$ cat config.mk
export PLATFORM = sky130hd
export DESIGN_NAME = rtc_status_regs
export DESIGN_NICKNAME = d
export VERILOG_FILES = /design/src/hw/rtc_pkg.sv /design/src/hw/rtc_channel.sv /design/src/hw/rtc_status_regs.sv
export SDC_FILE = /design/constraint.sdc
export NUM_CORES = 1
export LEC_CHECK = 0
export ABC_AREA = 1
export BUFFER_PORTS_ARGS = -buffer_cell sky130_fd_sc_hd__buf_2
export CAP_MARGIN = 20
export CORE_ASPECT_RATIO = 1.5
export CORE_MARGIN = 8
export CORE_UTILIZATION = 40
export CTS_CLUSTER_SIZE = 25
export DETAILED_ROUTE_END_ITERATION = 8
export PLACE_DENSITY_LB_ADDON = 0.2
export SETUP_SLACK_MARGIN = 0.05
export SLEW_MARGIN = 15
export SYNTH_ARGS = -nofsm -noshare
export SYNTH_HDL_FRONTEND = slang
export SYNTH_SLANG_ARGS = --single-unit
$ cat constraint.sdc
create_clock -name i_ref_clk -period 2.1 [get_ports i_ref_clk]
set_clock_uncertainty 0.05 [all_clocks]
set_input_delay 0 -clock i_ref_clk [delete_from_list [all_inputs] [get_ports i_ref_clk]]
set_output_delay 0 -clock i_ref_clk [all_outputs]
set_load 0.02 [all_outputs]
$ cat src/hw/rtc_pkg.sv
`default_nettype none
package rtc_pkg;

  // ****************************************************
  // register map
  // ****************************************************
  localparam int          NUM_CH               = 4;
  localparam logic [7:0]  ADDR_EVENT_FLAGS     = 8'h01;
  localparam logic [7:0]  ADDR_RECOVERY_STATUS = 8'h02;
  localparam logic [7:0]  ADDR_EQ_BOOST_OVR    = 8'h03;
  localparam logic [7:0]  ADDR_EQ_CONTROL      = 8'h2d;
  localparam logic [7:0]  ADDR_CHAN_SELECT     = 8'hff;

  localparam logic [7:0]  RST_EVENT_FLAGS      = 8'h00;
  localparam logic [7:0]  RST_RECOVERY_STATUS  = 8'h00;
  localparam logic [7:0]  RST_EQ_BOOST_OVR     = 8'h00;
  localparam logic [7:0]  RST_EQ_CONTROL       = 8'h00;
  localparam logic [7:0]  RST_CHAN_SELECT      = 8'h00;
  localparam logic [7:0]  RDATA_NONE           = 8'h00;

  // ****************************************************
  // field positions
  // ****************************************************
  localparam int          FLAG_SIGNAL_LOSS     = 0;
  localparam int          FLAG_LOCK_LOSS       = 4;
  localparam int          ST_PPM_MET           = 7;
  localparam int          ST_ADAPT_DONE        = 6;
  localparam int          ST_LOCK_FAIL         = 5;
  localparam int          ST_LOCK_A            = 4;
  localparam int          ST_LOCK_B            = 3;
  localparam int          ST_TRANS_MET         = 2;
  localparam int          ST_LPF_OVER          = 1;
  localparam int          EQ_FORCE_BIT         = 3;

  // ****************************************************
  // channel select encoding
  // ****************************************************
  localparam logic [3:0]  SEL_UPPER_ZERO       = 4'h0;
  localparam logic [1:0]  SEL_TAG_UNICAST      = 2'h1;
  localparam logic [1:0]  SEL_TAG_BROADCAST    = 2'h3;

  // ****************************************************
  // carriers
  // ****************************************************
  typedef struct packed {
    logic sig_detect;
    logic ppm_ok;
    logic adapt_done;
    logic lock_fail;
    logic cdr_lock;
    logic transitions_met;
    logic loop_filter_over_limit;
  } rtc_status_t;

  typedef struct packed {
    logic [7:0] event_flags;
    logic [7:0] recovery_status;
    logic [7:0] eq_boost_override;
    logic [7:0] eq_control;
  } rtc_chan_regs_t;

endpackage
`default_nettype wire

$ cat src/hw/rtc_channel.sv
`timescale 1ns/1ps
`default_nettype none
module rtc_channel (
  input  wire logic                  i_ref_clk,
  input  wire logic                  i_reset_n,
  input  wire logic                  i_en,
  input  wire logic                  i_wr,
  input  wire logic                  i_flag_rd,
  input  wire logic [7:0]            i_addr,
  input  wire logic [7:0]            i_wdata,
  input  wire rtc_pkg::rtc_status_t  i_status,
  output var  rtc_pkg::rtc_chan_regs_t o_regs,
  output logic                       o_eq_force,
  output logic [7:0]                 o_eq_boost
);

  // ****************************************************
  // next-state logic
  // ****************************************************
  logic       sig_seen_q;
  logic       sig_prev_q;
  logic       lock_prev_q;
  wire        sig_loss_evt;
  wire        lock_loss_evt;
  wire [7:0]  flags_d;
  wire [7:0]  status_d;
  wire [7:0]  boost_d;
  wire [7:0]  eqctl_d;

  assign sig_loss_evt  = sig_seen_q & sig_prev_q & ~i_status.sig_detect;
  assign lock_loss_evt = lock_prev_q & ~i_status.cdr_lock;

  assign flags_d = {3'h0,
    lock_loss_evt | (o_regs.event_flags[rtc_pkg::FLAG_LOCK_LOSS] & ~i_flag_rd),
    3'h0,
    sig_loss_evt | (o_regs.event_flags[rtc_pkg::FLAG_SIGNAL_LOSS] & ~i_flag_rd)};

  assign status_d = {i_status.ppm_ok, i_status.adapt_done,
                     i_status.lock_fail, i_status.cdr_lock,
                     i_status.cdr_lock, i_status.transitions_met,
                     i_status.loop_filter_over_limit, 1'b0};

  assign boost_d = (i_wr && i_addr == rtc_pkg::ADDR_EQ_BOOST_OVR) ?
                   i_wdata : o_regs.eq_boost_override;
  assign eqctl_d = (i_wr && i_addr == rtc_pkg::ADDR_EQ_CONTROL) ?
                   i_wdata : o_regs.eq_control;

  // ****************************************************
  // state
  // ****************************************************
  always_ff @(posedge i_ref_clk or negedge i_reset_n) begin
    if (!i_reset_n) begin
      sig_seen_q                <= 1'b0;
      sig_prev_q                <= 1'b0;
      lock_prev_q               <= 1'b0;
      o_regs.event_flags        <= rtc_pkg::RST_EVENT_FLAGS;
      o_regs.recovery_status    <= rtc_pkg::RST_RECOVERY_STATUS;
      o_regs.eq_boost_override  <= rtc_pkg::RST_EQ_BOOST_OVR;
      o_regs.eq_control         <= rtc_pkg::RST_EQ_CONTROL;
      o_eq_force                <= 1'b0;
      o_eq_boost                <= 8'h00;
    end else if (i_en) begin
      sig_seen_q                <= sig_seen_q | i_status.sig_detect;
      sig_prev_q                <= i_status.sig_detect;
      lock_prev_q               <= i_status.cdr_lock;
      o_regs.event_flags        <= flags_d;
      o_regs.recovery_status    <= status_d;
      o_regs.eq_boost_override  <= boost_d;
      o_regs.eq_control         <= eqctl_d;
      o_eq_force                <= eqctl_d[rtc_pkg::EQ_FORCE_BIT];
      o_eq_boost                <= eqctl_d[rtc_pkg::EQ_FORCE_BIT] ?
                                   boost_d : 8'h00;
    end
  end
endmodule // rtc_channel
`default_nettype wire

$ cat src/hw/rtc_status_regs.sv
`timescale 1ns/1ps
`default_nettype none
// Behaviour
// - signal-loss flag set only after acquire-then-loss
// - status bit 7 reports rate within tolerance
// - status bit 6 reports equalizer adaptation done
// - status bit 5 reports signal unfit for lock
// - status bits 4 and 3 both show lock
// - status bit 2 reports enough transitions seen
// - status bit 1 reports rate above oscillator
// - status byte read only, resets zero
// - boost forced only with control bit 3
// - lock-loss flag sets on drop, read clears
// - channel select routes later channel accesses
module rtc_status_regs #(
  parameter int NUM_CH = rtc_pkg::NUM_CH
) (
  input  wire logic                              i_ref_clk,
  input  wire logic                              i_reset_n,
  input  wire logic                              i_clk_en,
  input  wire logic                              i_reg_wr,
  input  wire logic                              i_reg_rd,
  input  wire logic [7:0]                        i_reg_addr,
  input  wire logic [7:0]                        i_reg_wdata,
  input  wire rtc_pkg::rtc_status_t [NUM_CH-1:0] i_chan_status,
  output logic [7:0]                             o_reg_rdata,
  output logic                                   o_reg_rvalid,
  output logic [NUM_CH-1:0]                      o_eq_force,
  output logic [NUM_CH-1:0][7:0]                 o_eq_boost
);

  // ****************************************************
  // helpers
  // ****************************************************
  function automatic logic [7:0] reg_pick(
    input rtc_pkg::rtc_chan_regs_t regs,
    input logic [7:0]              addr
  );
    logic [7:0] val;
    val = rtc_pkg::RDATA_NONE;
    case (addr)
      rtc_pkg::ADDR_EVENT_FLAGS:     val = regs.event_flags;
      rtc_pkg::ADDR_RECOVERY_STATUS: val = regs.recovery_status;
      rtc_pkg::ADDR_EQ_BOOST_OVR:    val = regs.eq_boost_override;
      rtc_pkg::ADDR_EQ_CONTROL:      val = regs.eq_control;
      default:                       val = rtc_pkg::RDATA_NONE;
    endcase
    return val;
  endfunction

  function automatic logic sel_is(
    input logic [7:0] sel,
    input logic [1:0] tag
  );
    return sel[7:4] == rtc_pkg::SEL_UPPER_ZERO && sel[3:2] == tag;
  endfunction

  // ****************************************************
  // channel select
  // ****************************************************
  logic [7:0] sel_q;
  wire        sel_wr;
  wire        sel_unicast;
  wire        sel_bcast;
  wire        sel_chan;
  wire [1:0]  sel_idx;
  wire        acc_chan;

  assign sel_wr      = i_reg_wr && i_reg_addr == rtc_pkg::ADDR_CHAN_SELECT;
  assign sel_unicast = sel_is(sel_q, rtc_pkg::SEL_TAG_UNICAST);
  assign sel_bcast   = sel_is(sel_q, rtc_pkg::SEL_TAG_BROADCAST);
  assign sel_chan    = sel_unicast | sel_bcast;
  assign sel_idx     = sel_q[1:0];
  assign acc_chan    = sel_chan && i_reg_addr != rtc_pkg::ADDR_CHAN_SELECT;

  always_ff @(posedge i_ref_clk or negedge i_reset_n) begin
    if (!i_reset_n) begin
      sel_q <= rtc_pkg::RST_CHAN_SELECT;
    end else if (i_clk_en && sel_wr) begin
      sel_q <= i_reg_wdata;
    end
  end

  // ****************************************************
  // channel slices
  // ****************************************************
  rtc_pkg::rtc_chan_regs_t [NUM_CH-1:0] chan_regs;
  wire [NUM_CH-1:0]                     chan_wr;
  wire [NUM_CH-1:0]                     chan_flag_rd;

  genvar g;
  generate
    for (g = 0; g < NUM_CH; g++) begin : g_chan
      assign chan_wr[g] = i_reg_wr && acc_chan &&
                          (sel_bcast || sel_idx == 2'(g));
      assign chan_flag_rd[g] = i_reg_rd && acc_chan &&
                               sel_idx == 2'(g) &&
                               i_reg_addr == rtc_pkg::ADDR_EVENT_FLAGS;

      rtc_channel u_chan (
        .i_ref_clk  (i_ref_clk),
        .i_reset_n  (i_reset_n),
        .i_en       (i_clk_en),
        .i_wr       (chan_wr[g]),
        .i_flag_rd  (chan_flag_rd[g]),
        .i_addr     (i_reg_addr),
        .i_wdata    (i_reg_wdata),
        .i_status   (i_chan_status[g]),
        .o_regs     (chan_regs[g]),
        .o_eq_force (o_eq_force[g]),
        .o_eq_boost (o_eq_boost[g])
      );
    end
  endgenerate

  // ****************************************************
  // read path
  // ****************************************************
  wire [7:0] rdata_d;

  assign rdata_d = acc_chan ? reg_pick(chan_regs[sel_idx], i_reg_addr)
                            : rtc_pkg::RDATA_NONE;

  always_ff @(posedge i_ref_clk or negedge i_reset_n) begin
    if (!i_reset_n) begin
      o_reg_rdata  <= rtc_pkg::RDATA_NONE;
      o_reg_rvalid <= 1'b0;
    end else if (i_clk_en) begin
      o_reg_rvalid <= i_reg_rd;
      if (i_reg_rd) begin
        o_reg_rdata <= rdata_d;
      end
    end
  end
endmodule // rtc_status_regs
`default_nettype wire

# Word-level counts from Yosys, hierarchy flattened
# Index checks and enable logic that the tools add are counted.
# word_totals
out_inout_bits	45
regBits	161
word_cells	150
inputBits	49
# classes
muxes	16
n_eq_ne	11
bitwise	45
n_reduce_logical	38
order_cmp	1
# ops
op	count
2-to-1 mux 8 bit	9
binary-select mux 32 bit (select 2 bit)	1
2-to-1 mux 32 bit	1
case mux 8 bit (4 select lines)	1
logical AND 1 bit	27
AND 1 bit	20
== test 8 x 2 -> 1 bit (second input constant)	2
2-to-1 mux 4 bit	4
bitwise OR 1 bit	13
NOT 1 bit	12
AND reduction 2 bit	5
== test 8 x 1 -> 1 bit (second input constant)	1
== test 8 x 6 -> 1 bit (second input constant)	1
== test 8 bit (second input constant)	1
!= test 8 bit (second input constant)	1
== test 2 bit (second input constant)	3
== test 2 x 1 -> 1 bit (second input constant)	2
logical NOT 4 bit	1
logical OR 1 bit	4
less-than comparator 2 x 3 -> 1 bit (second input constant)	1
logical NOT 2 bit	1

# Longest topological paths before layout
# logic_depth
ltp_word	10
depth_mapped	12
ltp_nobuf	10

# By module
# A second synthesis with hierarchy kept.
# unflattened
cells_unflattened	1290
area_unflattened_um2	8929.8
# by_module_without_submodules
module	seq_area_each_um2	area_per_inst_um2	cells_per_inst	n_inst
rtc_channel	850.8	1679.1	205	4
rtc_status_regs	425.4	2213.4	470	1

# Worst setup path before layout
# OpenSTA, ideal clock, no wires.
# synth_timing
path_kind	register to register
from	register sel_q[4]
to	register g_chan[2].u_chan.o_eq_boost[6]
stages_incl_launch_ff	13
required_time_ps	1932
path_slack_ps	456
arrival_time_ps	1476
setup_ps	118
synth_period_minus_slack_ps	1644
n_path_buf	2
cell_sequence	dfrtp_1 nor2_1 nand2_1 nor2_1 nand2_1 nor2_2 buf_4 buf_6 nand3_1 nand2_1 nand2_1 nand3_1 nand2_1
# synth_between
elab_chain_len	9
elab_cells_between_ends	13
cone_classes	3 x mux; 1 x bitwise; 9 x reduce/logical
# synth_rtl
element	line	rtl
start: declaration	rtc_status_regs.sv:61	logic [7:0] sel_q;
start signal: assignment	rtc_status_regs.sv:78	sel_q <= rtc_pkg::RST_CHAN_SELECT;
start signal: assignment	rtc_status_regs.sv:80	sel_q <= i_reg_wdata;
logical NOT 4 bit *	rtc_status_regs.sv:55	return sel[7:4] == rtc_pkg::SEL_UPPER_ZERO && sel[3:2] == tag;
logical AND 1 bit	rtc_status_regs.sv:55	
bitwise OR 1 bit	rtc_status_regs.sv:72	assign sel_chan = sel_unicast | sel_bcast;
logical AND 1 bit	rtc_status_regs.sv:74	assign acc_chan = sel_chan && i_reg_addr != rtc_pkg::ADDR_CHAN_SELECT;
logical AND 1 bit	rtc_status_regs.sv:94	assign chan_wr[g] = i_reg_wr && acc_chan &&
logical AND 1 bit *	rtc_status_regs.sv:94	
logical AND 1 bit (on tied branches)	rtc_channel.sv:43, rtc_channel.sv:45	
2-to-1 mux 8 bit or 2-to-1 mux 4 bit (tied branches)	rtc_channel.sv:43, rtc_channel.sv:45	
2-to-1 mux 8 bit *	rtc_channel.sv:71	o_eq_boost <= eqctl_d[rtc_pkg::EQ_FORCE_BIT] ?
end signal: assignment	rtc_channel.sv:71	
end: declaration	rtc_channel.sv:14	output logic [7:0] o_eq_boost
# Mark *: on every way between the ends. The rest lies on a longest branch, timed or not.
# A chain may end at the register's enable or synchronous reset.

# Worst setup path in the final report
# layout_timing
from	register sel_q[4]
to	register g_chan[1].u_chan.o_eq_boost[2]
# layout_between
elab_chain_len	9
elab_cells_between_ends	13
cone_classes	3 x mux; 1 x bitwise; 9 x reduce/logical
# layout_rtl
element	line
logical NOT 4 bit *	rtc_status_regs.sv:55
logical AND 1 bit	rtc_status_regs.sv:55
bitwise OR 1 bit	rtc_status_regs.sv:72
logical AND 1 bit	rtc_status_regs.sv:74
logical AND 1 bit	rtc_status_regs.sv:94
logical AND 1 bit *	rtc_status_regs.sv:94
logical AND 1 bit (on tied branches)	rtc_channel.sv:43, rtc_channel.sv:45
2-to-1 mux 8 bit or 2-to-1 mux 4 bit (tied branches)	rtc_channel.sv:43, rtc_channel.sv:45
2-to-1 mux 8 bit *	rtc_channel.sv:71
end signal: assignment	rtc_channel.sv:71
end: declaration	rtc_channel.sv:14
# Marked as above.

==> results.sh <==
export IMPL_syn_area_per_cell_sq_um=7.63
export IMPL_nets=1128
export IMPL_grt_pass1_wl_mm=36.6
export IMPL_overflow=0
export IMPL_critPathTopFamily="simple AND/OR/NAND/NOR gates"
export IMPL_min_path_type="input pin to register"
export IMPL_muxShareOfSynthArea=0
export IMPL_place_ws_ns=0.132
export IMPL_timing_rr_end="g_chan[1].u_chan.o_eq_boost[2]"
export IMPL_reg2reg_slack_ns=0.10
export IMPL_crit_required_ns=2.36
export IMPL_slew_headroom=0.594
export IMPL_crit_buf_inv=1
export IMPL_final_cells=1309
export IMPL_synth_warnings=0
export IMPL_initial_utilization=0.405
export IMPL_worst_setup_path_start_kind="register"
export IMPL_crit_path_frequent_cell="nand2_1"
export IMPL_syn_nets=997
export IMPL_grt_total_usage=0.204
export IMPL_dpl_cell_count=1235
export IMPL_worstMarginPinSlew_ns=0.609
export IMPL_peakVddDrop_v=0.000415
export IMPL_drc=0
export IMPL_ys_top_cells_by_area="dfrtp_1, nand2_1, nand4_1"
export IMPL_drt_iter0_drc=609
export IMPL_synth_top_family_by_area="simple AND/OR/NAND/NOR gates"
export IMPL_grt_max_degree=64
export IMPL_syn_inst=948
export IMPL_path_depth=11
export IMPL_worst_setup_path_type="register to register"
export IMPL_cp_startpoint="sel_q[4]"
export IMPL_drtPass1Iterations=5
export IMPL_synth_compound_area_frac=0.0564
export IMPL_rsz0062_at_grt="true"
export IMPL_post_drt_wl_per_cell_um=17.4
export IMPL_min_period_over_period=0.951
export IMPL_path_cells="nor2_1 -> nand2_1 -> nor2_1 -> nand2_1 -> nor2_4 -> buf_12 -> nand3_1 -> nand2_1 -> nand2_1 -> nand3_1 -> nand2_1"
export IMPL_arrival_ns=2.26
export IMPL_ys_seq_elements=153
export IMPL_end_kind="register"
export IMPL_drv_slew=0
export IMPL_netlist_area_leader_share=0.529
export IMPL_finalHoldViolations=0
export IMPL_ctsLongestPathBuffers=2
export IMPL_die_area_sq_um=22700
export IMPL_tritoncts="built"
export IMPL_max_freq_ghz=0.501
export IMPL_core_area_sq_um=17900
export IMPL_ios=94
export IMPL_synth_adder_area_share=0
export IMPL_drive_gt1_frac=0.155
export IMPL_dpl_hpwl_mm=15.9
export IMPL_power_leakage_nw=4.86
export IMPL_yosys_area_share_simple=0.358
export IMPL_final_cell_mix="nand2_1, dfrtp_1, buf_2, o21ai_0, nand4_1"
export IMPL_rows=60
export IMPL_clk_pin_slew_worst_paths_ns=0.06
export IMPL_yosysTopAreaCell="dfrtp_1"
export IMPL_syn_area_sq_um=7240
export IMPL_synth_xor_area_share=0
export IMPL_ys_types=23
export IMPL_cts_num_sinks=153
export IMPL_die_x_um=126
export IMPL_grt_pass1_vias=6900
export IMPL_numCtsBuffers=17
export IMPL_ctsHtreeMaxLevel=4
export IMPL_die_h_um=181
export IMPL_maxCapViolCount=0
export IMPL_fin_ws_ns=0.103
export IMPL_root_buffer="clkbuf_16"
export IMPL_power_mw=6.85
export IMPL_setup_viol=0
export IMPL_antenna_cells=0
export IMPL_crit_fanout=24
export IMPL_routed_via_density=5.18
export IMPL_insertion_delay_ns=0.42
export IMPL_max_stage_delay_ns=0.38
export IMPL_cellPowerDensity_nw_per_um2=751
export IMPL_postRouteAntennaNets=0
export IMPL_regToRegStartpoint="sel_q[4]"
export IMPL_r2r_cells=11
export IMPL_outcome="complete, no violations"
export IMPL_final_common_cell="nand2_1"
export IMPL_synth_seq_area_share=0.529
export IMPL_whs_ns=0.00702
export IMPL_postCtsSetupRepairBufs=0
export IMPL_vias=6783
export IMPL_worst_path_max_delay_cell="dfrtp_1"
export IMPL_utilization=0.510
export IMPL_critPathCapture="g_chan[1].u_chan.o_eq_boost[2]"
export IMPL_port_buffers=93
export IMPL_gp_congestion=0.866
export IMPL_fin_crit_ns=2.00
export IMPL_antenna_found_initial=0
export IMPL_synthToLayoutAreaGrowth_pct=26.0
export IMPL_wl_mm=22.8
-- cells by family after synthesis --
logic type / count (synthesis)
DFF: 153
buffers and inverters: 97
and+or+nand+nor: 622
AOI/OAI and AO/OA: 76
-- routing by layer --
metal / track usage / wire length [um] / share of wire / up-vias
li1: - / - / - / 3315
met1: 0.244 / 9490 / 0.42 / 3187
met2: 0.352 / 11400 / 0.50 / 225
met3: 0.0371 / 1210 / 0.053 / 56
met4: 0.0851 / 762 / 0.033 / 0
met5: 0 / 0 / 0 / -
-- how the worst min path moves through the flow --
stage | start | to | depth (start not counted)
3_5_place_dp | i_reset_n | g_chan[0].u_chan.o_regs[11] | 1
6_report | i_reg_wdata[3] | register | 3
4_1_cts | i_reg_wdata[3] | register | 3
5_1_grt | i_reg_wdata[3] | register | 3
3_3_place_gp | i_reset_n | g_chan[0].u_chan.o_regs[11] | 1
2_1_floorplan | i_reset_n | async pin | 0
-- stage by stage --
step | instance area [sq um] | setup TNS [ns]
after floorplan | 7240 | 0
after global placement | 8020 | 0
after detailed placement | 8020 | 0
after CTS | 9060 | 0
after global routing | 9120 | -0.179
final | 9120 | 0
-- state kept, by name, summed over array words and instances, names as in the netlist, named ones only --
signal and count:
sel_q 8, g_chan.u_chan.o_eq_boost 32, o_reg_rdata 8, g_chan.u_chan.o_regs 93, g_chan.u_chan.sig_prev_q 4, o_reg_rvalid 1, g_chan.u_chan.sig_seen_q 4
-- power by group --
| part | leakage (nW) | total, mW | switching (mW) | internal (mW) |
|---|---|---|---|---|
| clock | 0.306 | 3.32 | 1.28 | 2.04 |
| combinational | 2.54 | 0.485 | 0.314 | 0.171 |
| sequential | 2.02 | 3.04 | 0.0361 | 3.01 |
-- synthesized netlist by cell type --
library cell / count
clkbuf_1: 32
nand2_2: 1
clkinv_1: 1
o21ai_1: 1
o22ai_1: 5
nand2_1: 475
buf_6: 1
nor3_1: 5
nor2_1: 25
nand3_1: 50
nand4_1: 60
o21ai_0: 63
buf_1: 3
buf_2: 12
o2111ai_1: 2
dfrtp_1: 153
inv_1: 42
a22oi_1: 1
a22o_1: 1
nand4_2: 3
o21bai_1: 3
buf_4: 6
nor2_2: 3
-- worst min-delay path: stages --
cell,delay [ns]
buf_2,0.18
inv_1,0.15
o21ai_0,0.10
-- repair_timing --
action                                  in CTS  in global routing
endpoints found under the hold margin      179                  0
resized for setup                            0                  7
endpoints found under the setup margin       0                 81
hold buffers                                41                  0
-- layout make-up --
class	instances	area, sq um
clock buffer	19	443
inverter	43	161
fill	1806	8750
timing repair buffer	166	1190
clock inverter	13	191
multi-input combinational	698	3030
tap	217	272
sequential	153	3830
Note: power is estimated with default switching activity, not from simulation.
